**config.mk**
```make
export PLATFORM = sky130hd
export DESIGN_NAME = cgr_regs
export DESIGN_NICKNAME = d
export VERILOG_FILES = /design/src/cgr_pkg.sv /design/src/cgr_smb_if.sv /design/src/cgr_regs.sv /design/src/cgr_smb_engine.sv
export SDC_FILE = /design/constraint.sdc
export NUM_CORES = 1
export LEC_CHECK = 0
export ABC_AREA = 0
export BUFFER_PORTS_ARGS = -buffer_cell sky130_fd_sc_hd__buf_2
export CORE_MARGIN = 2
export CORE_UTILIZATION = 48
export CTS_CLUSTER_SIZE = 16
export DETAILED_ROUTE_END_ITERATION = 8
export PLACE_DENSITY = 0.69
export SYNTH_ARGS = -nofsm -noshare
export SYNTH_HDL_FRONTEND = slang
export SYNTH_HIERARCHICAL = 1
export SYNTH_SLANG_ARGS = --single-unit
```
**constraint.sdc**
```tcl
create_clock -name clk -period 2.3 [get_ports clk]
set_input_delay 0.46 -clock clk [delete_from_list [all_inputs] [get_ports clk]]
set_output_delay 0.46 -clock clk [all_outputs]
set_load 0.02 [all_outputs]
```
**src/cgr_pkg.sv**
```systemverilog
package cgr_pkg;

    // ************************************************************
    // Register offsets (command codes)
    // ************************************************************
    localparam logic [7:0] REG_WE_OFS = 8'h00;
    localparam logic [7:0] REG_LATCH_OFS = 8'h04;
    localparam logic [7:0] REG_SPREAD_OFS = 8'h05;

    // ************************************************************
    // Field positions
    // ************************************************************
    localparam int WE_BIT = 0;
    localparam int LB_OUT0 = 7;
    localparam int LB_FLOPPY = 6;
    localparam int LB_TEST = 5;
    localparam int LB_SPREAD_ENABLE = 4;
    localparam int SP_PROF_HI = 7;
    localparam int SP_PROF_LO = 5;
    localparam int SP_CODE_HI = 4;

    // ************************************************************
    // Reset values
    // ************************************************************
    localparam logic WE_RST = 1'b0;
    localparam logic OUT0_RST = 1'b1;
    localparam logic TEST_RST = 1'b0;
    localparam logic SPREAD_ENABLE_RST = 1'b1;
    localparam logic [7:0] SPREAD_RST = 8'h60;
    localparam logic [2:0] PROF_RST = 3'h3;
    localparam logic [4:0] ALIGN_OFF = 5'h00;

    // ************************************************************
    // Serial bus constants
    // ************************************************************
    localparam logic [6:0] DEV_ADDR = 7'h69;
    localparam logic [7:0] RD_COUNT = 8'h06;
    localparam logic [3:0] ACK_SLOT = 4'h8;
    localparam logic [3:0] LAST_BIT = 4'h7;

    // Byte-level protocol states, Gray along the usual path
    typedef enum logic [2:0] {
        ST_IDLE  = 3'b000,
        ST_ADDR  = 3'b001,
        ST_CMD   = 3'b011,
        ST_CNT   = 3'b010,
        ST_WDATA = 3'b110,
        ST_RCNT  = 3'b111,
        ST_RDATA = 3'b101,
        ST_SKIP  = 3'b100
    } cgr_state_t;

endpackage

```
**src/cgr_smb_if.sv**
```systemverilog
`timescale 1ns/1ns
interface cgr_smb_if;
    logic start;
    logic stop;
    logic byte_done;
    logic nack;
    logic [7:0] rx_byte;
    logic ack;
    logic tx_mode;
    logic [7:0] tx_byte;

    modport engine (
        output start, stop, byte_done, nack, rx_byte,
        input ack, tx_mode, tx_byte
    );
    modport regs (
        input start, stop, byte_done, nack, rx_byte,
        output ack, tx_mode, tx_byte
    );
endinterface

```
**src/cgr_regs.sv**
```systemverilog
`timescale 1ns/1ns
// Notes on behaviour
// RULE1: Output zero enable follows bit 7, resets one
// RULE2: Strap pins captured at power-up, read back
// RULE3: Host writes zero to test bit five
// RULE4: Bit 4 enables spread, powers up set
// RULE5: Bits 7:5 pick spread profile, default 011
// RULE6: Bits 4:0 pick aligner rate, zero off
// RULE7: Aligner frequency never carries spread modulation
// RULE8: Mode bit picks strap table or aligner
// RULE9: Writes need unlock, taking effect next block; the unlock bit at offset 0 is written even while locked
// RULE10: Writes to strap bits are ignored
module cgr_regs
    import cgr_pkg::*;
(
    // Clock and reset
    input wire logic clk,
    input wire logic rst,
    // Serial management pins
    input wire logic sclk,
    input wire logic sdata_in,
    output logic sdata_out,
    output logic sdata_oe,
    // Strap pins
    input wire logic floppy_clock_select_pin,
    input wire logic [3:0] freq_select_pin,
    // Link clock source mode from the control byte
    input wire logic aligner_mode,
    // Clock control outputs
    output logic bus_link_clock_out0_enable,
    output logic spread_active,
    output logic [2:0] spread_profile,
    output logic link_clock_rate_aligner,
    output logic [4:0] link_clock_rate_code,
    output logic link_clock_66_off,
    output logic floppy_clock_select_latch,
    output logic [3:0] freq_select
);
    cgr_smb_if smb ();

    cgr_state_t state_ff, nxt_state;
    logic [7:0] ptr_ff, nxt_ptr;
    logic [7:0] cnt_ff, nxt_cnt;
    logic ack_ff, nxt_ack;
    logic we_ff, we_active_ff;
    logic out0_ff, test_ff, spread_enable_ff;
    logic [7:0] spread_ff;
    logic [3:0] fs_ff;
    logic floppy_ff;
    logic captured_ff;

    cgr_smb_engine u_engine (
        .clk(clk),
        .rst(rst),
        .sclk(sclk),
        .sdata_in(sdata_in),
        .sdata_out(sdata_out),
        .sdata_oe(sdata_oe),
        .bus(smb)
    );

    // ************************************************************
    // Register read and write decode
    // ************************************************************
    wire [7:0] rx = smb.rx_byte;
    wire addr_hit = (rx[7:1] == DEV_ADDR);
    wire wr_slot = smb.byte_done && state_ff == ST_WDATA && cnt_ff != 8'h00;
    wire wr_open = wr_slot && we_active_ff; // RULE9
    wire wr_we = wr_slot && ptr_ff == REG_WE_OFS;
    wire wr_latch = wr_open && ptr_ff == REG_LATCH_OFS;
    wire wr_spread = wr_open && ptr_ff == REG_SPREAD_OFS;
    wire take_cmd = smb.byte_done && state_ff == ST_CMD;
    wire [7:0] latch_byte = {out0_ff, floppy_ff, test_ff, spread_enable_ff,
                             fs_ff};
    wire [7:0] rd_byte = (ptr_ff == REG_WE_OFS) ? {7'h00, we_ff} :
                         (ptr_ff == REG_LATCH_OFS) ? latch_byte :
                         (ptr_ff == REG_SPREAD_OFS) ? spread_ff : 8'h00;

    // Byte engine steering
    assign smb.ack = ack_ff;
    assign smb.tx_mode = (state_ff == ST_RCNT) || (state_ff == ST_RDATA);
    assign smb.tx_byte = (state_ff == ST_RCNT) ? RD_COUNT : rd_byte;

    // ************************************************************
    // Block protocol state machine
    // ************************************************************
    always_comb begin
        nxt_state = state_ff;
        nxt_ptr = ptr_ff;
        nxt_cnt = cnt_ff;
        nxt_ack = ack_ff;
        if (smb.stop) begin
            nxt_state = ST_IDLE;
        end else if (smb.start) begin
            // No stale acknowledge while parked after a start
            nxt_ack = 1'b0;
            nxt_state = ST_ADDR;
        end else if (smb.nack) begin
            nxt_state = ST_SKIP;
        end else if (smb.byte_done) begin
            case (state_ff)
                ST_ADDR: begin
                    nxt_ack = addr_hit;
                    nxt_state = !addr_hit ? ST_SKIP :
                                rx[0] ? ST_RCNT : ST_CMD;
                end
                ST_CMD: begin
                    nxt_ptr = rx;
                    nxt_ack = 1'b1;
                    nxt_state = ST_CNT;
                end
                ST_CNT: begin
                    nxt_cnt = rx;
                    nxt_ack = 1'b1;
                    nxt_state = ST_WDATA;
                end
                ST_WDATA: begin
                    // Locked blocks still complete, data is dropped except the unlock byte at REG_WE_OFS
                    nxt_ack = 1'b1;
                    if (cnt_ff != 8'h00) begin
                        nxt_ptr = ptr_ff + 8'h01;
                        nxt_cnt = cnt_ff - 8'h01;
                    end
                end
                ST_RCNT: begin
                    nxt_ack = 1'b0;
                    nxt_state = ST_RDATA;
                end
                ST_RDATA: begin
                    nxt_ack = 1'b0;
                    nxt_ptr = ptr_ff + 8'h01;
                end
                default: begin
                    nxt_ack = 1'b0;
                end
            endcase
        end
    end

    // State registers
    always_ff @(posedge clk) begin
        state_ff <= rst ? ST_IDLE : nxt_state;
        ptr_ff <= rst ? 8'h00 : nxt_ptr;
        cnt_ff <= rst ? 8'h00 : nxt_cnt;
        ack_ff <= rst ? 1'b0 : nxt_ack;
    end

    // Unlock bit, sampled at each block command
    always_ff @(posedge clk) begin
        if (rst) begin
            we_ff <= WE_RST;
            we_active_ff <= WE_RST;
        end else begin
            if (wr_we) begin
                we_ff <= rx[WE_BIT];
            end
            if (take_cmd) begin
                we_active_ff <= we_ff; // RULE9
            end
        end
    end

    // ************************************************************
    // Configuration registers
    // ************************************************************
    always_ff @(posedge clk) begin
        if (rst) begin
            out0_ff <= OUT0_RST; // RULE1
            test_ff <= TEST_RST; // RULE3
            spread_enable_ff <= SPREAD_ENABLE_RST; // RULE4
            spread_ff <= SPREAD_RST; // RULE5 RULE6
        end else begin
            if (wr_latch) begin
                // Strap bits 6 and 3:0 are not writable
                out0_ff <= rx[LB_OUT0]; // RULE1 RULE10
                test_ff <= rx[LB_TEST];
                spread_enable_ff <= rx[LB_SPREAD_ENABLE]; // RULE4
            end
            if (wr_spread) begin
                spread_ff <= rx;
            end
        end
    end

    // Strap capture in the first cycle after reset release
    always_ff @(posedge clk) begin
        if (rst) begin
            captured_ff <= 1'b0;
            fs_ff <= 4'h0;
            floppy_ff <= 1'b0;
        end else if (!captured_ff) begin
            captured_ff <= 1'b1;
            fs_ff <= freq_select_pin; // RULE2
            floppy_ff <= floppy_clock_select_pin; // RULE2
        end
    end

    // ************************************************************
    // Clock control outputs
    // ************************************************************
    wire code_is_off = (spread_ff[SP_CODE_HI:0] == ALIGN_OFF);
    assign bus_link_clock_out0_enable = out0_ff; // RULE1
    assign spread_active = spread_enable_ff & ~aligner_mode; // RULE4 RULE7
    assign spread_profile = spread_ff[SP_PROF_HI:SP_PROF_LO]; // RULE5
    assign link_clock_rate_aligner = aligner_mode; // RULE8
    assign link_clock_rate_code = aligner_mode ? spread_ff[SP_CODE_HI:0]
                                               : {1'b0, fs_ff}; // RULE8
    assign link_clock_66_off = aligner_mode & code_is_off; // RULE6
    assign floppy_clock_select_latch = floppy_ff;
    assign freq_select = fs_ff;
endmodule

```
**src/cgr_smb_engine.sv**
```systemverilog
`timescale 1ns/1ns
module cgr_smb_engine
    import cgr_pkg::*;
(
    // Clock and reset
    input wire logic clk,
    input wire logic rst,
    // Serial pins
    input wire logic sclk,
    input wire logic sdata_in,
    output logic sdata_out,
    output logic sdata_oe,
    // Byte side
    cgr_smb_if.engine bus
);
    logic scl_ff;
    logic sda_ff;
    logic active_ff;
    logic [3:0] bit_ff;
    logic [7:0] sh_ff;
    logic done_ff;

    // ************************************************************
    // Line events
    // ************************************************************
    wire scl_rise = sclk & ~scl_ff;
    wire scl_fall = ~sclk & scl_ff;
    wire in_ack = (bit_ff == ACK_SLOT);
    wire take_bit = scl_rise & active_ff & ~in_ack;
    assign bus.start = sclk & scl_ff & sda_ff & ~sdata_in;
    assign bus.stop = sclk & scl_ff & ~sda_ff & sdata_in;
    assign bus.nack = scl_rise & active_ff & in_ack & bus.tx_mode & sdata_in;
    assign bus.byte_done = done_ff;
    assign bus.rx_byte = sh_ff;

    // Open drain: only ever pulls low
    assign sdata_out = 1'b0;
    assign sdata_oe = active_ff & (in_ack ? bus.ack
                                          : (bus.tx_mode & ~sh_ff[7]));

    // Pin history
    always_ff @(posedge clk) begin
        scl_ff <= rst ? 1'b1 : sclk;
        sda_ff <= rst ? 1'b1 : sdata_in;
        done_ff <= ~rst & take_bit & (bit_ff == LAST_BIT);
    end

    // Frame tracking
    always_ff @(posedge clk) begin
        if (rst || bus.stop) begin
            active_ff <= 1'b0;
        end else if (bus.start) begin
            active_ff <= 1'b1;
        end
    end

    // Bit counter and shifter, data changes on falling clock
    always_ff @(posedge clk) begin
        if (rst) begin
            bit_ff <= 4'h0;
            sh_ff <= 8'h00;
        end else if (bus.start) begin
            // Park in the ack slot so the next clock fall opens bit 0
            bit_ff <= ACK_SLOT;
            sh_ff <= 8'h00;
        end else if (take_bit && !bus.tx_mode) begin
            sh_ff <= {sh_ff[6:0], sdata_in};
        end else if (scl_fall && active_ff) begin
            bit_ff <= in_ack ? 4'h0 : bit_ff + 4'h1;
            if (bus.tx_mode) begin
                sh_ff <= in_ack ? bus.tx_byte : {sh_ff[6:0], 1'b1};
            end
        end
    end
endmodule

```
==> impl_summary.log <==
INFO  metric routedWlPerCell = 16.4 um
INFO  metric yosysWarningCount = 6
INFO  metric synth_xor_xnor_area_share = 1.04%
INFO  metric initial_utilization = 49.4%
INFO  metric clkSlewWorstSetupHoldPaths = 0.11 ns
INFO  metric r2r.worst_path.cells = 9
INFO  metric layout_common_cells = dfxtp_1 (53), nand2_1 (38), nor2_1 (32)
INFO  metric finalSetupViolCount = 0
INFO  metric route.vias.total = 3,068
INFO  metric syn_to_final_growth = 13.3%
INFO  metric insertedDiodeCount = 0
INFO  metric net_switching_power = 440 uW
INFO  metric finalWeightedCongestion = 0.864
INFO  metric power_density = 448 mW/mm2
INFO  metric root_buffer = clkbuf_8
INFO  metric cts_post_setup_buffers_inserted = 0
INFO  metric timing.hold.worst.class = primary input to register
INFO  metric timing.critical_path.required = 1.84 ns
INFO  metric global_route.overflow_total = 0
INFO  metric min_path_cells = 3
INFO  metric cp_slowest_stage_delay = 0.35 ns
INFO  metric pre_cts_ws = -0.169 ns
INFO  metric fin_skew = 0.00975 ns
INFO  metric cpMaxStageDelayCell = or3_1
INFO  metric cts_tree = done
INFO  metric synthMuxAreaShare = 9.39%
INFO  metric layout_commonest_cell = dfxtp_1
INFO  metric timing_worst_slew_pin_value = 0.734 ns
INFO  metric ys.flop_type = dfxtp_1
INFO  metric pin_count_of_the_biggest_net_entering_global_routing = 26
INFO  metric antenna_left = 0
INFO  metric synthSimpleGateAreaFrac = 24.6%
INFO  metric die_height = 87.7 um
INFO  metric timing.critical_path.arrival = 1.77 ns
INFO  metric grt_setup_unrepaired = false
INFO  metric path_cells = and2_4, inv_2, buf_4, or3_1, a21boi_1, buf_2
INFO  metric max-clock-path-buffers = 2
INFO  metric grt_use_total = 22.8%
INFO  metric number_of_antenna_violations_at_the_first_check_in_global_routing = 0
INFO  metric worst_slew_margin_rel = 51.0%
INFO  metric final_period_minus_worst_setup_slack = 2.23 ns
INFO  metric routed_wl_met3 = 562 um
INFO  metric fraction_of_the_cycle_the_final_worst_path_needs = 96.9%
INFO  metric timing.max_cap.violations = 0
INFO  metric unique_masters_post_synth = 71
INFO  metric startpoint_type = register
INFO  metric topRoutingLayerUsed = met4
INFO  metric rows = 30
INFO  metric power.combinational.fraction = 8.4%
INFO  metric finalHoldViolations = 0
INFO  metric peakVddDrop = 0.000353 V
INFO  metric synth_fp_nets = 404
INFO  metric clock_power_share = 34.2%
INFO  metric met2_wirelength = 3960 um
INFO  metric async_flop_share = 0%
INFO  metric drc = 0
INFO  metric p_leak = 1.37 nW
INFO  metric numCtsBuffers = 5
INFO  metric yosys.area_share.adder = 2.61%
INFO  metric htreeDepth = 2
INFO  metric internal_power = 1.27 mW
INFO  metric final.setup.tns = 0 ns
INFO  metric drt_pass1_iterations = 4
INFO  metric slew_violations = 0
INFO  metric hpwl = 5840 um
INFO  metric synth.cell_area = 0.00336 mm2
INFO  metric swShare = 25.8%
INFO  metric power_total = 1.71 mW
INFO  metric grt_first_pass_wirelength = 13,700 um
INFO  metric multi_input_comb_area = 0.00208 mm2
INFO  metric final_layout_size_suffix_gt1_share = 24.9%
INFO  metric wl = 8500 um
INFO  metric crit_fanout = 10
INFO  metric grt_pass1_vias = 2,721
INFO  metric instances_no_fill = 517
INFO  metric synth_sequential_area_ratio = 32.8%
INFO  metric met1_wire_length = 3870 um
INFO  metric worstSetupEndpointType = output pin
INFO  metric core_area = 0.00679 mm2
INFO  metric synth_compound_gate_area_share = 22.3%
INFO  metric post-place-cells = 508
INFO  metric routed_via_density = 5.93
INFO  metric syn-mean-instance-area = 8.68 um2
INFO  metric setup.worst_path.class = register to output pin
INFO  metric main_combinational_cell_family_by_area_after_synthesis = simple AND/OR/NAND/NOR gates
INFO  metric p_seq_share = 57.4%
INFO  metric detail_route.iter0.violations = 202
INFO  metric portBuffers = 27
INFO  metric clock_insertion_delay_worst_skew = 0.32 ns
INFO  metric status = complete, no violations
INFO  metric max_freq = 0.449 GHz
INFO  metric die_area = 0.00768 mm2
INFO  metric chipWidth = 87.7 um
INFO  metric ys_seq_elements = 55
INFO  metric cts_num_sinks = 55
INFO  metric io-pin-count = 29
INFO  metric fillers = 623
INFO  metric synth_edf_count = 0
INFO  metric num-nets-final = 437
INFO  metric postLayoutSetupSlackWorst = 0.0711 ns
INFO  metric postSynthCellCount = 387
INFO  metric seqCellArea = 0.00110 mm2
-- metrics by stage --
step	cell area [um2]	hold WS (ns)	utilization [%]
after floorplan	3420	0.434	-
after global placement	3660	0.452	53.9
after detailed placement	3660	0.474	53.9
after CTS	3780	0.375	55.7
after global routing	3810	0.388	56.0
final	3810	0.377	56.0
-- cells in the mapped netlist (7+ instances only) --
cell       n  area [um2]
clkbuf_1  11        41.3
ha_1       7        87.6
mux2i_1   27         270
buf_2      7        35.0
nor3_1    12        60.1
a311oi_1   9        78.8
inv_1     13        48.8
nand3_1   11        55.1
nand2_1   39         146
nor2_1    33         124
a211oi_2   8         100
a21oi_1   25         125
o21ai_0    8        40.0
dfxtp_1   55        1100
-- sequential cells by signal, indices dropped and copies added, names as in the netlist, 3 cells and up --
register              count
u_engine/bit_ff           4
u_engine/bus.rx_byte      8
spread_ff                 8
freq_select               4
state_ff                  3
cnt_ff                    8
ptr_ff                    8
-- path summary, 6_finish.rpt --
| check | from | to | slack [ns] |
|---|---|---|---|
| worst min-delay path | freq_select_pin[1] | freq_select[1]$_SDFFE_PP0N_ | 0.38 |
| worst min register to register | spread_ff[7]$_SDFFE_PP0P_ | spread_ff[7]$_SDFFE_PP0P_ | 0.50 |
| worst max-delay path | state_ff[0]$_SDFFE_PP0P_ | sdata_oe | 0.07 |
| worst max register to register | u_engine/bit_ff[0]$_SDFFE_PP0P_ | ptr_ff[6]$_SDFFE_PP0P_ | 0.11 |
-- power by group through the flow --
stage          logic, mW  registers, mW  clock network [mW]
2_1_floorplan     0.0952           1.00                   0
3_3_place_gp       0.139           1.00                   0
3_5_place_dp       0.141           1.00                   0
4_1_cts            0.142          0.980               0.595
5_1_grt            0.156          0.982               0.631
6_report           0.143          0.981               0.584
-- logic make-up (layout without fill, tap and decap cells) --
group                      count (synthesis)  in the layout
AOI/OAI and AO/OA                         96             97
xor gates and xnor gates                   4              4
buffers and inverters                     44             77
and+or+nand+nor                          149            149
adders and majority gates                  7              7
DFF                                       55             55
other                                      1              1
muxes                                     31             31
-- worst max-delay path, delay by kind of cell (launching register included) --
kind / cells / cell delay (ns)
AND/OR/NAND/NOR: 2 / 0.53
AO/OA/AOI/OAI: 1 / 0.17
buffers and inverters: 3 / 0.41
flip-flops: 1 / 0.34
-- metal layers --
metal | track usage, % | vias up
met5 | 0 | -
met4 | 7.55 | 0
met3 | 2.54 | 9
met2 | 35.0 | 117
met1 | 33.3 | 1442
li1 | - | 1500
-- final cells by class --
class	instances	share of cell area [%]
multi-input combinational	289	54.7
sequential	55	29.0
timing repair buffer	56	9.27
tap	96	3.15
clock buffer	6	2.17
inverter	13	1.28
clock inverter	2	0.427
-- timing repair --
action,4_1_cts,5_1_grt
resized for setup,4,5
setup endpoints to repair,13,11
pin swaps,1,3
gates cloned,0,1
hold endpoints to repair,0,0
hold buffers,0,0
(Power assumes the default switching activity.)
